<file path="src/tps_defines.svh">
// register offsets, field positions, reset values and counts of the timer block
`ifndef TPS_DEFINES_SVH
`define TPS_DEFINES_SVH

`define TPS_ADDR_COUNT 8'h01
`define TPS_ADDR_INTERRUPT_CONTROL 8'h0B
`define TPS_ADDR_INTERRUPT_CONTROL_ALT 8'h8B
`define TPS_ADDR_OPTION 8'h81

`define TPS_OPT_PULLUP_DIS 7
`define TPS_OPT_INT_EDGE 6
`define TPS_OPT_SRC_SEL 5
`define TPS_OPT_EDGE_SEL 4
`define TPS_OPT_ASSIGN 3
`define TPS_OPT_RATE_HI 2
`define TPS_OPT_RATE_LO 0

`define TPS_INT_OVF_EN 5
`define TPS_INT_OVF_FLAG 2
`define TPS_INT_KEEP 0

`define TPS_OPTION_RESET 8'hFF
`define TPS_INTERRUPT_CONTROL_RESET 8'h00
`define TPS_COUNT_POR 8'h00
`define TPS_COUNT_MAX 8'hFF
`define TPS_INHIBIT_CYCLES 2'h2

`endif

</file>
<file path="src/tps_pkg.sv">
// types and shared arithmetic of the timer block
package tps_pkg;

    typedef enum logic [1:0] {
        TPS_Q1 = 2'b00,
        TPS_Q2 = 2'b01,
        TPS_Q3 = 2'b10,
        TPS_Q4 = 2'b11
    } tps_phase_t;

    typedef logic [7:0] tps_byte_t;

    // low-bit mask that ends one division period; timer gets one extra doubling
    function automatic tps_byte_t tps_div_mask(input logic [2:0] rate, input logic to_timer);
        logic [3:0] shift;
        shift = {1'b0, rate} + {3'h0, to_timer};
        tps_div_mask = 8'(9'h001 << shift) - 8'h01;
    endfunction : tps_div_mask

endpackage : tps_pkg

</file>
<file path="src/tps_scaler_if.sv">
// carrier between the timer control and the shared scaler counter
interface tps_scaler_if;
    logic tick_in;
    logic clear;
    logic to_timer;
    logic [2:0] rate;
    logic tick_out;
    logic [7:0] count;

    modport scaler (input tick_in, input clear, input to_timer, input rate, output tick_out, output count);
    modport user (output tick_in, output clear, output to_timer, output rate, input tick_out, input count);
endinterface : tps_scaler_if

</file>
<file path="src/tps_timer.sv">
// 8-bit timer/counter with shared prescaler and its register port
// How it works
// - source select clear: count once per instruction cycle without prescaler
// - after writing the count, two instruction cycles pass without increments
// - source select set: count edges of the external count pin
// - edge select zero counts rising pin edges, one counts falling edges
// - rollover from FF to 00 sets the overflow flag
// - overflow request is held off while its enable bit is zero
// - no counting while asleep, so overflow cannot wake the part
// - count events are sampled on the second and fourth phase
// - one 8-bit scaler serves timer or watchdog, never both
// - assignment bit one gives scaler to watchdog, zero to timer
// - rate code gives timer 1:2 to 1:256, watchdog half that
// - scaler hidden from software; count writes clear it when timer owns it
// - watchdog clear resets scaler when watchdog owns it
// - assignment and rate may change at any time, acting immediately
// - option bit 7 disables pull-ups, bit 6 picks interrupt edge
// - every option bit resets to one on every reset
// - count register readable, writable, kept over non-power resets
//
// The plain strobed port was chosen for this implementation.
`include "tps_defines.svh"
module tps_timer
(
    input wire logic clk_sys,                 // 200 MHz system clock
    input wire logic rst_b,                   // synchronous reset, active low
    input wire logic reset_is_power,          // high when the reset is power-on or brown-out
    input wire logic [7:0] reg_addr,          // register address
    input wire logic [7:0] reg_wdata,         // register write data
    input wire logic reg_wr,                  // write strobe
    input wire logic reg_rd,                  // read strobe
    output tps_pkg::tps_byte_t reg_rdata,     // read data, cycle after the strobe
    input wire logic external_count_input,    // asynchronous count pin
    input wire logic sleep_mode,              // device asleep
    input wire logic watchdog_tick,           // raw watchdog period tick
    input wire logic watchdog_clear_instruction, // watchdog clear executed
    output logic watchdog_scaled_tick,        // watchdog tick after postscaler
    output logic overflow_irq,                // masked overflow request
    output logic global_pullup_disable,       // option bit 7
    output logic ext_interrupt_edge_select    // option bit 6
);
    import tps_pkg::*;

    tps_scaler_if sif ();

    tps_phase_t phase_q;
    tps_phase_t phase_d;
    logic pin_s1_q;
    logic pin_s2_q;
    logic pin_s3_q;
    logic pend_q;
    logic pend_d;
    logic [1:0] inhibit_q;
    logic [1:0] inhibit_d;
    tps_byte_t count_register_q;
    tps_byte_t count_register_d;
    tps_byte_t interrupt_control_q;
    tps_byte_t interrupt_control_d;
    tps_byte_t timer_option_config_q;
    tps_byte_t timer_option_config_d;
    tps_byte_t rdata_q;
    tps_byte_t rdata_d;
    logic irq_q;
    logic irq_d;
    logic wdt_tick_q;
    logic wdt_tick_d;

    logic count_source_select;
    logic count_edge_select;
    logic scaler_assignment;
    logic [2:0] scaler_rate_field;
    logic cnt_wr;
    logic instr_tick;
    logic sample_phase;
    logic pin_edge;
    logic src_event;
    logic inc_src;
    logic do_inc;

    always_comb
    begin
        count_source_select = timer_option_config_q[`TPS_OPT_SRC_SEL];
        count_edge_select = timer_option_config_q[`TPS_OPT_EDGE_SEL];
        scaler_assignment = timer_option_config_q[`TPS_OPT_ASSIGN];
        scaler_rate_field = timer_option_config_q[`TPS_OPT_RATE_HI:`TPS_OPT_RATE_LO];
        cnt_wr = reg_wr && (reg_addr == `TPS_ADDR_COUNT);
        instr_tick = (phase_q == TPS_Q4);
        sample_phase = (phase_q == TPS_Q2) || (phase_q == TPS_Q4);
        // edge taken from the second and third stages only, never the first
        pin_edge = count_edge_select ? (pin_s3_q && !pin_s2_q) : (pin_s2_q && !pin_s3_q);
        // sleep stops the source, so nothing can reach the overflow flag
        src_event = !sleep_mode && (count_source_select ? pin_edge : instr_tick);

        sif.to_timer = !scaler_assignment;
        sif.rate = scaler_rate_field;
        sif.tick_in = scaler_assignment ? watchdog_tick : src_event;
        sif.clear = scaler_assignment ? watchdog_clear_instruction : cnt_wr;
        // without the prescaler, events of the two inhibited instruction cycles are never queued, so both are lost; with it they still advance the scaler
        inc_src = (scaler_assignment ? src_event : sif.tick_out) && (inhibit_q == 2'h0);
        wdt_tick_d = scaler_assignment && sif.tick_out;

        // four phases per instruction cycle
        case (phase_q)
            TPS_Q1: phase_d = TPS_Q2;
            TPS_Q2: phase_d = TPS_Q3;
            TPS_Q3: phase_d = TPS_Q4;
            TPS_Q4: phase_d = TPS_Q1;
            default: phase_d = TPS_Q1;
        endcase
    end

    always_comb
    begin
        do_inc = sample_phase && pend_q && (inhibit_q == 2'h0) && !sleep_mode && !cnt_wr;
        // pending events fall away at a sample phase even while inhibited
        if (cnt_wr)
        begin
            pend_d = 1'b0;
        end
        else if (sample_phase && !sleep_mode)
        begin
            pend_d = inc_src;
        end
        else
        begin
            pend_d = pend_q || inc_src;
        end

        inhibit_d = inhibit_q;
        if (cnt_wr)
        begin
            inhibit_d = `TPS_INHIBIT_CYCLES;
        end
        else if (instr_tick && inhibit_q != 2'h0)
        begin
            inhibit_d = inhibit_q - 2'h1;
        end

        count_register_d = count_register_q;
        if (cnt_wr)
        begin
            count_register_d = reg_wdata;
        end
        else if (do_inc)
        begin
            count_register_d = count_register_q + 8'h01;
        end

        interrupt_control_d = interrupt_control_q;
        if (reg_wr && (reg_addr == `TPS_ADDR_INTERRUPT_CONTROL || reg_addr == `TPS_ADDR_INTERRUPT_CONTROL_ALT))
        begin
            interrupt_control_d = reg_wdata;
        end
        // set beats a clear written in the same cycle
        if (do_inc && count_register_q == `TPS_COUNT_MAX)
        begin
            interrupt_control_d[`TPS_INT_OVF_FLAG] = 1'b1;
        end

        timer_option_config_d = timer_option_config_q;
        if (reg_wr && reg_addr == `TPS_ADDR_OPTION)
        begin
            timer_option_config_d = reg_wdata;
        end

        irq_d = interrupt_control_d[`TPS_INT_OVF_FLAG] && interrupt_control_d[`TPS_INT_OVF_EN];

        rdata_d = 8'h00;
        if (reg_rd)
        begin
            case (reg_addr)
                `TPS_ADDR_COUNT: rdata_d = count_register_q;
                `TPS_ADDR_INTERRUPT_CONTROL: rdata_d = interrupt_control_q;
                `TPS_ADDR_INTERRUPT_CONTROL_ALT: rdata_d = interrupt_control_q;
                `TPS_ADDR_OPTION: rdata_d = timer_option_config_q;
                default: rdata_d = 8'h00;
            endcase
        end
    end

    always_ff @(posedge clk_sys)
    begin
        if (!rst_b)
        begin
            phase_q <= TPS_Q1;
            pin_s1_q <= 1'b0;
            pin_s2_q <= 1'b0;
            pin_s3_q <= 1'b0;
            pend_q <= 1'b0;
            inhibit_q <= 2'h0;
            timer_option_config_q <= `TPS_OPTION_RESET;
            rdata_q <= 8'h00;
            irq_q <= 1'b0;
            wdt_tick_q <= 1'b0;
            if (reset_is_power)
            begin
                count_register_q <= `TPS_COUNT_POR;
                interrupt_control_q <= `TPS_INTERRUPT_CONTROL_RESET;
            end
            else
            begin
                interrupt_control_q <= `TPS_INTERRUPT_CONTROL_RESET | (interrupt_control_q & 8'h01);
            end
        end
        else
        begin
            phase_q <= phase_d;
            pin_s1_q <= external_count_input;
            pin_s2_q <= pin_s1_q;
            pin_s3_q <= pin_s2_q;
            pend_q <= pend_d;
            inhibit_q <= inhibit_d;
            count_register_q <= count_register_d;
            interrupt_control_q <= interrupt_control_d;
            timer_option_config_q <= timer_option_config_d;
            rdata_q <= rdata_d;
            irq_q <= irq_d;
            wdt_tick_q <= wdt_tick_d;
        end
    end

    tps_scaler u_scaler
    (
        .clk_sys(clk_sys),
        .rst_b(rst_b),
        .sif(sif.scaler)
    );

    assign reg_rdata = rdata_q;
    assign overflow_irq = irq_q;
    assign watchdog_scaled_tick = wdt_tick_q;
    assign global_pullup_disable = timer_option_config_q[`TPS_OPT_PULLUP_DIS];
    assign ext_interrupt_edge_select = timer_option_config_q[`TPS_OPT_INT_EDGE];

    property p_timer_mode_event;
        @(posedge clk_sys) disable iff (!rst_b)
        (!count_source_select && scaler_assignment && phase_q == TPS_Q4 && !sleep_mode && !cnt_wr
            && inhibit_q == 2'h0) |=> pend_q;
    endproperty
    a_timer_mode_event: assert property (p_timer_mode_event) else $error("instruction tick not queued");

    property p_write_inhibit;
        @(posedge clk_sys) disable iff (!rst_b)
        cnt_wr |=> (inhibit_q == 2'h2) && (count_register_q == $past(reg_wdata)) && (sif.count == 8'h00
            || scaler_assignment);
    endproperty
    a_write_inhibit: assert property (p_write_inhibit) else $error("count write did not load and inhibit");

    property p_inhibit_hold;
        @(posedge clk_sys) disable iff (!rst_b)
        (inhibit_q != 2'h0 && !cnt_wr) |=> count_register_q == $past(count_register_q);
    endproperty
    a_inhibit_hold: assert property (p_inhibit_hold) else $error("count moved while inhibited");

    property p_counter_ignores_cycles;
        @(posedge clk_sys) disable iff (!rst_b)
        (count_source_select && scaler_assignment && !pend_q && !pin_edge && !cnt_wr) |=> !pend_q;
    endproperty
    a_counter_ignores_cycles: assert property (p_counter_ignores_cycles) else $error("counter mode took a tick");

    property p_overflow_sets;
        @(posedge clk_sys) disable iff (!rst_b)
        (do_inc && count_register_q == 8'hFF) |=> interrupt_control_q[2] && count_register_q == 8'h00;
    endproperty
    a_overflow_sets: assert property (p_overflow_sets) else $error("rollover did not set flag");

    property p_irq_masked;
        @(posedge clk_sys) disable iff (!rst_b)
        !interrupt_control_q[`TPS_INT_OVF_EN] |-> !overflow_irq;
    endproperty
    a_irq_masked: assert property (p_irq_masked) else $error("request passed while disabled");

    property p_sleep_frozen;
        @(posedge clk_sys) disable iff (!rst_b)
        (sleep_mode && !cnt_wr) |=> count_register_q == $past(count_register_q);
    endproperty
    a_sleep_frozen: assert property (p_sleep_frozen) else $error("count moved in sleep");

    property p_sample_phases;
        @(posedge clk_sys) disable iff (!rst_b)
        (count_register_q != $past(count_register_q) && !$past(cnt_wr)) |->
            ($past(phase_q) == TPS_Q2 || $past(phase_q) == TPS_Q4);
    endproperty
    a_sample_phases: assert property (p_sample_phases) else $error("count moved off Q2 or Q4");

    property p_option_reset;
        @(posedge clk_sys)
        !rst_b |=> timer_option_config_q == 8'hFF && !overflow_irq;
    endproperty
    a_option_reset: assert property (p_option_reset) else $error("option not all ones after reset");

endmodule : tps_timer

</file>
<file path="src/tps_scaler.sv">
// shared 8-bit scaler: prescaler for the timer or postscaler for the watchdog
`include "tps_defines.svh"
module tps_scaler
(
    input wire logic clk_sys,  // system clock
    input wire logic rst_b,    // synchronous reset, active low
    tps_scaler_if.scaler sif   // tick, clear and rate from the timer control
);
    import tps_pkg::*;

    logic [7:0] cnt_q;
    logic [7:0] cnt_d;
    logic tick_q;
    logic tick_d;
    tps_byte_t mask;

    always_comb
    begin
        mask = tps_div_mask(sif.rate, sif.to_timer);
        cnt_d = cnt_q;
        tick_d = 1'b0;
        if (sif.clear)
        begin
            cnt_d = 8'h00;
        end
        else if (sif.tick_in)
        begin
            // rate read live, so a new rate acts on the next tick
            tick_d = ((cnt_q & mask) == mask);
            cnt_d = cnt_q + 8'h01;
        end
    end

    always_ff @(posedge clk_sys)
    begin
        if (!rst_b)
        begin
            cnt_q <= 8'h00;
            tick_q <= 1'b0;
        end
        else
        begin
            cnt_q <= cnt_d;
            tick_q <= tick_d;
        end
    end

    assign sif.tick_out = tick_q;
    assign sif.count = cnt_q;

    property p_scaler_clear;
        @(posedge clk_sys) disable iff (!rst_b)
        sif.clear |=> (cnt_q == 8'h00) && !tick_q;
    endproperty
    a_scaler_clear: assert property (p_scaler_clear) else $error("scaler not cleared");

    property p_scaler_pass;
        @(posedge clk_sys) disable iff (!rst_b)
        (sif.tick_in && !sif.clear && !sif.to_timer && sif.rate == 3'h0) |=> tick_q;
    endproperty
    a_scaler_pass: assert property (p_scaler_pass) else $error("watchdog 1:1 tick lost");

endmodule : tps_scaler

</file>
<file path="config.mk">
export PLATFORM = sky130hd
export DESIGN_NAME = tps_timer
export DESIGN_NICKNAME = d
export VERILOG_FILES = /design/src/tps_pkg.sv /design/src/tps_scaler_if.sv /design/src/tps_timer.sv /design/src/tps_scaler.sv
export VERILOG_INCLUDE_DIRS = /design/src /design/src/src
export SDC_FILE = /design/constraint.sdc
export NUM_CORES = 1
export LEC_CHECK = 0
export BUFFER_PORTS_ARGS = -buffer_cell sky130_fd_sc_hd__buf_2
export CAP_MARGIN = 20
export CORE_UTILIZATION = 49
export CTS_CLUSTER_SIZE = 14
export DETAILED_ROUTE_END_ITERATION = 6
export HOLD_SLACK_MARGIN = 0.1
export PLACE_DENSITY_LB_ADDON = 0.3
export SLEW_MARGIN = 30
export SYNTH_ARGS = -nofsm -noshare
export SYNTH_HDL_FRONTEND = slang
export SYNTH_HIERARCHICAL = 1
export SYNTH_SLANG_ARGS = --single-unit
export TNS_END_PERCENT = 5
</file>
<file path="constraint.sdc">
create_clock -name clk_sys -period 2.4 [get_ports clk_sys]
set_input_delay 0.24 -clock clk_sys [delete_from_list [all_inputs] [get_ports clk_sys]]
set_output_delay 0.24 -clock clk_sys [all_outputs]
set_load 0.005 [all_outputs]
</file>
==> impl_metrics.tcl, run 1 <==
set metrics [dict create \
    die-width_um 77.4 \
    clkTransAtPathRegs_ns 0.08 \
    r2r_setup_slack_ns 0.11 \
    synth-compound-area-share 0.167 \
    synth-main-ff-cell "dfxtp_1" \
    yosys.area_share.simple 0.218 \
    hp-class "primary input to flop" \
    wire_per_inst_um 14.8 \
    finalHoldViolations 0 \
    netlist_top_cells_count "dfxtp_1 (37), nand2_1 (34), nor2_1 (31)" \
    die_h_um 77.4 \
    period_needed_ns 2.29 \
    drt.antenna.violating_nets 0 \
    drc 0 \
    cts_hold_buf 0 \
    setup_viol 0 \
    synth_cells 295 \
    area_growth_pct 13.0 \
    crit_chain "inv_1, ha_1, ha_4, or2_4, o22ai_4, nand2_1, ha_1, nand2b_1, o32ai_2, xnor2_1, nor2_1, nor3_2" \
    clock_latency_ns 0.30 \
    cp.arrival_ns 2.52 \
    whs_path_depth 2 \
    reg2reg_depth 12 \
    vias 2318 \
    syn_nets 331 \
    relSlewSlack 0.616 \
    reg2reg_to "u_scaler/sif.tick_out$_SDFF_PP0_" \
    htree_levels 2 \
    rows 27 \
    rsz0062_at_grt "yes" \
    synth_seq_cells 51 \
    cpMaxStageDelayCell "dfxtp_1" \
    clock_path_buffers 2 \
    yosysMostFrequentCell "dfxtp_1" \
    syn_area_um2 2790 \
    start_util 0.506 \
    cts_tree "built" \
    dr_wl_met3_um 287 \
    fillers 500 \
    max_freq_mhz 437 \
    cellPowerDensity_nw_per_um2 496 \
    avgSynthCellArea_um2 9.45 \
    synth_xor_area_frac 0.0601 \
    whs_endpoint "pin_s1_q$_SDFF_PN0_" \
    antenna_found_initial 0 \
    synth_area_leaders "dfxtp_1 (27%), edfxtp_1 (15%), ha_1 (4.9%), nand2_1 (4.6%), mux2i_1 (4.3%)" \
    r2r_start "timer_option_config_q[3]$_SDFFE_PN1P_" \
    fin_ws_ns 0.109 \
    dieArea_um2 5990 \
    synth_top_family_by_area "simple AND/OR/NAND/NOR gates" \
    grt_max_degree 24 \
    status "complete, no violations" \
    cp_common_cell "ha_1" \
    crit_fanout 4 \
    vias_per_cell 5.70 \
    post-route-util 0.572 \
    async_flop_share 0 \
    wl_met1_um 2850 \
    drtIter0Drc 138 \
    synth_fa_ha_area_frac 0.0494 \
    nets 370 \
    yosys_warnings 6 \
    ys_seq_area_frac 0.417 \
    synth-edff-count 14 \
    overflow 0 \
    pin_count 37 \
    final_layout_size_suffix_gt1_frac 0.206 \
    track_usage 0.210 \
    worstMarginPinSlew_ns 0.574 \
    cts_buffers 5 \
    criticalPathCategory "flop to flop" \
    p_leak_nw 1.28 \
    endpoint_kind "flop" \
    cts.sinks 51 \
    fin_worst_skew_ns 0.00421 \
    whs_ns 0.142 \
    yosysTopAreaCellShare 0.266 \
    postCtsSetupBuffers 0 \
    crit_required_ns 2.63 \
    wl_met2_um 2830 \
    yosys.area.top_type "dfxtp_1" \
    period_share 0.954 \
    drt_wl_total_um 6040 \
    grt_pass1_wl_um 9880 \
    ctsRootBufferMaster "clkbuf_8" \
    worstHoldStart "external_count_input" \
    start_kind "flop" \
    dp_hpwl_um 4680 \
    n_antenna_cell 0 \
    grt_pass1_vias 2124 \
    crit_path_max_incr_delay_ns 0.33 \
    slew_violations 0 \
    drv_cap 0 \
    gp_congestion 0.896 \
    synth_mux_area_frac 0.0471 \
    ys_types 56 \
    core_area_um2 5510 \
    ir_worst_vdd_mv 0.303 \
    io_buffers 36 \
    place_ws_ns 0.0226 \
    first_pass_iters 4 \
    maxUsedRoutingLayer "met4" \
]
## per-stage QoR
step                       TNS, ns  cells  cell area, um^2  power, W
final                            0    407             3150   0.00156
after global routing      -0.00753    407             3150   0.00163
after CTS                        0    407             3140   0.00157
after detailed placement         0    399             3050   0.00112
after global placement           0    399             3050   0.00111
after floorplan                  0    295             2800   0.00105
## cell families (layout without fill, tap and decap cells)
kind of cell    after synthesis  count (layout)
flops                        51              51
buf+inv                      23              63
xor+xnor                     17              17
mux                          13              13
simple gates                117             117
fa+ha+maj                    11              11
compound gates               63              63
## metal layers
metal | GRT usage | vias to the layer above
li1 | - | 1140
met1 | 0.285 | 1109
met2 | 0.337 | 60
met3 | 0.0447 | 9
met4 | 0.0604 | 0
met5 | 0 | -
## worst max-delay path by stage
stage,from,end,cells past startpoint
after floorplan,timer_option_config_q[3]$_SDFFE_PN1P_,u_scaler/sif.tick_out$_SDFF_PP0_,13
after global placement,timer_option_config_q[3]$_SDFFE_PN1P_,u_scaler/sif.tick_out$_SDFF_PP0_,11
after detailed placement,timer_option_config_q[3]$_SDFFE_PN1P_,u_scaler/sif.tick_out$_SDFF_PP0_,12
after CTS,timer_option_config_q[3]$_SDFFE_PN1P_,u_scaler/sif.tick_out$_SDFF_PP0_,12
after global routing,timer_option_config_q[3]$_SDFFE_PN1P_,u_scaler/sif.tick_out$_SDFF_PP0_,11
final,timer_option_config_q[3]$_SDFFE_PN1P_,u_scaler/sif.tick_out$_SDFF_PP0_,12
## critical path: cells and delay by family (launching register included)
family          cells  cell delay, ns
fa+ha+maj           3            0.66
xor+xnor            1            0.17
flops               1            0.33
simple gates        5            0.70
compound gates      2            0.28
buf+inv             1            0.07
## flip-flops by register name, indices dropped and copies added (netlist names)
name                   flops
phase_q                    2
pend_q                     1
watchdog_scaled_tick       1
pin_s3_q                   1
inhibit_q                  2
pin_s1_q                   1
count_register_q           8
reg_rdata                  8
interrupt_control_q        8
pin_s2_q                   1
u_scaler/sif.tick_out      1
timer_option_config_q      8
overflow_irq               1
u_scaler/sif.count         8
## layout make-up
cell class,instances,area (um^2),area share
well taps,72,90.1,0.0286
repair buffers,46,255,0.0810
clock buffers,6,72.6,0.0230
multi-input cells,221,1530,0.485
clock inverters,2,7.51,0.00238
flip-flops and latches,51,1160,0.369
inverters,9,33.8,0.0107
## placed cells by master (no fill, tap or decap), types with 2 or more instances in the layout
cell       count
a2111oi_1      6
a2111oi_2      2
a211oi_1       5
a21oi_1       15
a22oi_1        4
a32oi_1        6
and2_1        13
and3_1         4
buf_2         36
buf_4         10
clkbuf_8       5
clkinv_1       2
dfxtp_1       37
edfxtp_1      14
ha_1          10
inv_1          9
mux2i_1       12
nand2_1       34
nand2b_1       2
nand3_1        5
nand4_1        6
nand4_2        2
nor2_1        31
nor2b_1        3
nor3_1         2
nor4_1         2
o211ai_1       2
o21ai_0        9
o22ai_1        2
or3_1          2
xnor2_1        8
xor2_1         8
## power by group
group | internal (W) | leakage (nW) | switching [W] | total, W
registers | 0.000915 | 0.435 | 0.0000264 | 0.000941
logic | 0.0000657 | 0.806 | 0.0000925 | 0.000158
clock network | 0.000199 | 0.0403 | 0.000265 | 0.000464
## repair_timing
item,CTS,global route
endpoints found under the setup margin,1,2
pin swaps,0,0
gates resized for setup,1,3
No activity file was read; power rests on OpenSTA's default activity.
==> inputs of run 2 (changes only) <==
--- a/config.mk
+++ b/config.mk
@@ -13,6 +13,7 @@
 export DETAILED_ROUTE_END_ITERATION = 6
 export HOLD_SLACK_MARGIN = 0.1
 export PLACE_DENSITY_LB_ADDON = 0.3
+export SETUP_SLACK_MARGIN = 0.3
 export SLEW_MARGIN = 30
 export SYNTH_ARGS = -nofsm -noshare
 export SYNTH_HDL_FRONTEND = slang
==> run 2 against run 1 <==
Net effect: non-clock buffer count is 3 higher; die area stayed put; maximum frequency rose by 6.7%; critical path depth is 1 lower; flip-flop and latch count unchanged; final area is 2.7% higher; register-to-register slack gained 0.14 ns; wire length grew 3.5%; critical path type unchanged; highest routed layer unchanged.
==> impl_metrics.tcl, run 2 (same netlist as run 1, synthesis figures left out) <==
set metrics [dict create \
    status "complete, no violations" \
    htree_levels 2 \
    fin_ws_ns 0.254 \
    ctsRootBufferMaster "clkbuf_8" \
    finalPower_w 0.00161 \
    drt_wl_total_um 6250 \
    track_usage 0.220 \
    period_share 0.894 \
    drc 0 \
    start_util 0.506 \
    crit_chain "inv_4, ha_4, ha_4, or2_4, o22ai_4, nand2_2, ha_4, a21boi_2, xnor2_1, o22ai_1, nor3_2" \
    setup_viol 0 \
    clock_latency_ns 0.31 \
    drt.antenna.violating_nets 0 \
    worstMarginPinSlew_ns 0.538 \
    rows 27 \
    clock_path_buffers 2 \
    clkTransAtPathRegs_ns 0.09 \
    post-route-util 0.587 \
    rsz0062_at_grt "yes" \
    layout_common_cells "dfxtp_1 (36), buf_2 (36), nand2_1 (31), nor2_1 (31), a21oi_1 (15)" \
    die_h_um 77.4 \
    grt_pass1_wl_um 10300 \
    crit_required_ns 2.60 \
    gp_congestion 0.856 \
    cts.sinks 51 \
    relSlewSlack 0.640 \
    met2_usage 0.367 \
    hp-class "primary input to flop" \
    area_growth_pct 16.0 \
    grt_use_met1 0.278 \
    cp_common_cell "ha_4" \
    fillers 503 \
    p_leak_nw 1.31 \
    antenna_found_initial 0 \
    nets 373 \
    cts_hold_buf 0 \
    crit_path_max_incr_delay_ns 0.36 \
    drtIter0Drc 77 \
    criticalPathCategory "flop to flop" \
    dp_hpwl_um 4590 \
    busiest_layer "met2" \
    cts_tree "built" \
    start_kind "flop" \
    wire_per_inst_um 15.3 \
    finalHoldViolations 0 \
    pin_count 37 \
    grt_pass1_vias 2192 \
    fin_worst_skew_ns 0.00761 \
    use_met3 0.0459 \
    cp.arrival_ns 2.35 \
    die-width_um 77.4 \
    grt_max_degree 24 \
    dieArea_um2 5990 \
    cellPowerDensity_nw_per_um2 498 \
    endpoint_kind "flop" \
    slew_violations 0 \
    drv_cap 0 \
    worstHoldStart "external_count_input" \
    period_needed_ns 2.15 \
    vias_per_cell 5.48 \
    final_layout_size_suffix_gt1_frac 0.249 \
    crit_fanout 5 \
    startpoint "timer_option_config_q[3]$_SDFFE_PN1P_" \
    core_area_um2 5510 \
    finalSetupTns_ns 0 \
    n_antenna_cell 0 \
    r2r_setup_slack_ns 0.25 \
    overflow 0 \
    first_pass_iters 4 \
    place_ws_ns 0.204 \
    cts_buffers 5 \
    r2r_start "timer_option_config_q[3]$_SDFFE_PN1P_" \
    vias 2246 \
    cpMaxStageDelayCell "dfxtp_2" \
    io_buffers 36 \
    ir_worst_vdd_mv 0.433 \
    max_freq_mhz 466 \
]
run 2: critical path: cells and delay by family, from the launching register on:
family / cells / cell delay (ns)
compound gates: 3 / 0.57
fa+ha+maj: 3 / 0.53
simple gates: 3 / 0.42
flops: 1 / 0.36
xor+xnor: 1 / 0.12
buf+inv: 1 / 0.05
run 2: cell type report:
type                       instances  area [um^2]  share of cell area
sequential                        51         1160               0.359
inverter                           9         36.3              0.0112
timing repair buffer              49          278              0.0859
clock inverter                     1         5.00             0.00155
multi-input combinational        221         1580               0.487
tap                               72         90.1              0.0279
clock buffer                       7         86.3              0.0267
run 2: final timing paths:
path                                      endpoint  cells after the start
setup / recovery  u_scaler/sif.tick_out$_SDFF_PP0_                     11
hold / removal                 pin_s1_q$_SDFF_PN0_                      2
setup reg to reg  u_scaler/sif.tick_out$_SDFF_PP0_                     11
hold reg to reg                pin_s2_q$_SDFF_PN0_                      1
run 2: metrics by stage:
step / cells / hold WS [ns] / area, um^2
global placement: 398 / 0.420 / 3080
detailed placement: 398 / 0.441 / 3080
finish: 410 / 0.139 / 3230
floorplan: 295 / 0.365 / 2840
global route: 410 / 0.140 / 3230
CTS: 408 / 0.135 / 3190
run 2: metal layers:
| metal | up-vias | part of all wire | routed length, um |
|---|---|---|---|
| li1 | 1144 | - | - |
| met1 | 1026 | 0.46 | 2910 |
| met2 | 65 | 0.47 | 2920 |
| met3 | 11 | 0.049 | 304 |
| met4 | 0 | 0.020 | 125 |
| met5 | - | 0 | 0 |
run 2: repair_timing:
item	in CTS	in global routing
gates resized for setup	2	6
buffers inserted	2	2
setup endpoints to repair	3	4
pin swaps	1	3
run 2: where the power goes:
| group | switching (W) | internal, W |
|---|---|---|
| clock | 0.000280 | 0.000233 |
| sequential | 0.0000260 | 0.000915 |
| combinational | 0.0000928 | 0.0000647 |
==> inputs of run 3 (changes only) <==
--- a/config.mk
+++ b/config.mk
@@ -8,7 +8,8 @@
 export LEC_CHECK = 0
 export BUFFER_PORTS_ARGS = -buffer_cell sky130_fd_sc_hd__buf_2
 export CAP_MARGIN = 20
-export CORE_UTILIZATION = 49
+export CORE_UTILIZATION = 52
+export CTS_BUF_LIST = sky130_fd_sc_hd__clkbuf_16
 export CTS_CLUSTER_SIZE = 14
 export DETAILED_ROUTE_END_ITERATION = 6
 export HOLD_SLACK_MARGIN = 0.1
==> constraint.sdc (replaced) <==
create_clock -name clk_sys -period 1.9 [get_ports clk_sys]
set_input_delay 0.19 -clock clk_sys [delete_from_list [all_inputs] [get_ports clk_sys]]
set_output_delay 0.19 -clock clk_sys [all_outputs]
set_load 0.005 [all_outputs]
==> run 3 against run 2 <==
Net effect: the run now ends with negative setup slack left; global-route usage up 1.3 points; wire length fell by 1.8%; critical endpoint unchanged; critical path depth is 1 higher; sequential power increased by 26%; total power rose by 39%; largest power group unchanged; flip-flop and latch count is the same; clock power grew 61%; maximum frequency grew 3.1%; first-iteration DRC count rose to 2.5 times the previous value; utilization grew 6.9 points; clock skew shrank 0.0013 ns; combinational power increased by 43%.
==> impl_metrics.tcl, run 3 (same netlist as run 1, synthesis figures left out) <==
set metrics [dict create \
    pin_count 37 \
    area_growth_pct 21.0 \
    first_pass_iters 4 \
    setup_viol 4 \
    drtIter0Drc 193 \
    clockPowerShare 0.368 \
    cts.sinks 51 \
    swShare 0.227 \
    status "complete, but fails checks" \
    hp-class "primary input to flop" \
    drv_cap 0 \
    antenna_found_initial 0 \
    final_area_um2 3370 \
    clkTransAtPathRegs_ns 0.06 \
    p_sw_w 0.000508 \
    endpoint_kind "flop" \
    finalHoldViolations 0 \
    p_int_w 0.00173 \
    whs_path_depth 2 \
    layout_common_cells "buf_2 (36), dfxtp_1 (34), nand2_1 (32), nor2_1 (31), buf_4 (25)" \
    start_kind "flop" \
    rsz0062_at_grt "yes" \
    vias_per_cell 5.55 \
    die_h_um 75.2 \
    placed_cell_area_um2 3200 \
    start_util 0.542 \
    fillers 446 \
    whs_ns 0.117 \
    postCtsSetupBuffers 0 \
    reg2reg_to "u_scaler/sif.tick_out$_SDFF_PP0_" \
    clock_latency_ns 0.28 \
    overflow 0 \
    cts_buffers 5 \
    fin_worst_skew_ns 0.00631 \
    whs_endpoint "pin_s1_q$_SDFF_PN0_" \
    p_leak_nw 1.39 \
    failed_checks "negative setup slack" \
    period_share 1.10 \
    crit_required_ns 2.11 \
    io_buffers 36 \
    period_needed_ns 2.08 \
    clock_path_buffers 2 \
    gp_congestion 0.886 \
    multi_input_area_um2 1580 \
    max_freq_mhz 480 \
    drc 0 \
    rows 26 \
    core_area_um2 5140 \
    worstMarginPinSlew_ns 0.598 \
    n_antenna_cell 0 \
    drt.antenna.violating_nets 0 \
    cp.arrival_ns 2.29 \
    cellPowerDensity_nw_per_um2 664 \
    dp_hpwl_um 4600 \
    ctsRootBufferMaster "clkbuf_16" \
    htree_levels 2 \
    die-width_um 75.2 \
    fin_ws_ns -0.183 \
    r2r_start "timer_option_config_q[3]$_SDFFE_PN1P_" \
    grt_pass1_wl_um 9810 \
    drt_wl_total_um 6140 \
    vias 2331 \
    ir_worst_vdd_mv 0.569 \
    cts_hold_buf 0 \
    cts_tree "built" \
    grt_pass1_vias 2066 \
    relSlewSlack 0.600 \
    grt_max_degree 24 \
    slew_violations 0 \
    worstHoldStart "external_count_input" \
    crit_fanout 4 \
    final_layout_size_suffix_gt1_frac 0.283 \
    pwr-share-comb 0.101 \
    wire_per_inst_um 14.6 \
    criticalPathCategory "flop to flop" \
    mostFrequentLayoutCell "buf_2" \
    nets 385 \
    reg2reg_depth 12 \
    r2r_setup_slack_ns -0.18 \
    dieArea_um2 5660 \
    track_usage 0.234 \
    p_seq_frac 0.531 \
    seq_area_um2 1160 \
]
[run 3: timing repair]
action,in CTS,in global routing
setup endpoints to repair,17,19
pin swaps,2,3
resized for setup,5,9
[run 3: power groups by stage]
stage          Clock, W  Combinational, W  Sequential [W]
2_1_floorplan         0          0.000126         0.00120
3_3_place_gp          0          0.000213         0.00121
3_5_place_dp          0          0.000218         0.00121
4_1_cts        0.000842          0.000222         0.00119
5_1_grt        0.000891          0.000253         0.00119
6_report       0.000825          0.000226         0.00119
[run 3: stage by stage]
step	setup WS (ns)	util	setup TNS [ns]	instances	power, W
floorplan	-0.308	-	-0.730	295	0.00133
global placement	-0.165	0.623	-0.526	412	0.00142
detailed placement	-0.245	0.623	-0.771	412	0.00143
CTS	-0.198	0.650	-0.376	420	0.00225
global route	-0.291	0.656	-0.854	420	0.00234
finish	-0.183	0.656	-0.416	420	0.00224
[run 3: final cells by class]
class | count | share of cell area
Clock inverter | 3 | 0.00334
Multi-Input combinational cell | 221 | 0.468
Tap cell | 70 | 0.0260
Inverter | 9 | 0.0108
Clock buffer | 5 | 0.0371
Sequential cell | 51 | 0.345
Timing Repair Buffer | 61 | 0.109
[run 3: how the worst max path moves through the flow]
stage,start,end,cells after the start
global route,timer_option_config_q[3]$_SDFFE_PN1P_,u_scaler/sif.tick_out$_SDFF_PP0_,12
global placement,timer_option_config_q[3]$_SDFFE_PN1P_,u_scaler/sif.tick_out$_SDFF_PP0_,11
CTS,timer_option_config_q[3]$_SDFFE_PN1P_,u_scaler/sif.tick_out$_SDFF_PP0_,11
floorplan,timer_option_config_q[3]$_SDFFE_PN1P_,u_scaler/sif.tick_out$_SDFF_PP0_,13
detailed placement,timer_option_config_q[3]$_SDFFE_PN1P_,u_scaler/sif.tick_out$_SDFF_PP0_,11
finish,timer_option_config_q[3]$_SDFFE_PN1P_,u_scaler/sif.tick_out$_SDFF_PP0_,12
[run 3: critical path, cell delays in order, from the launching register on]
cell	delay [ns]
dfxtp_2	0.35
inv_4	0.05
ha_4	0.15
ha_4	0.18
or2_4	0.24
o22ai_4	0.19
nand2_2	0.09
ha_4	0.18
nand2b_1	0.08
o32ai_2	0.08
xnor2_1	0.20
nor2_1	0.07
nor3_2	0.16
[run 3: layer usage]
layer	up-vias	global-route usage	part of all wire
li1	1172	-	-
met1	1096	0.303	0.47
met5	-	0	0
met3	6	0.0321	0.042
met2	57	0.402	0.48
met4	0	0.0782	0.013
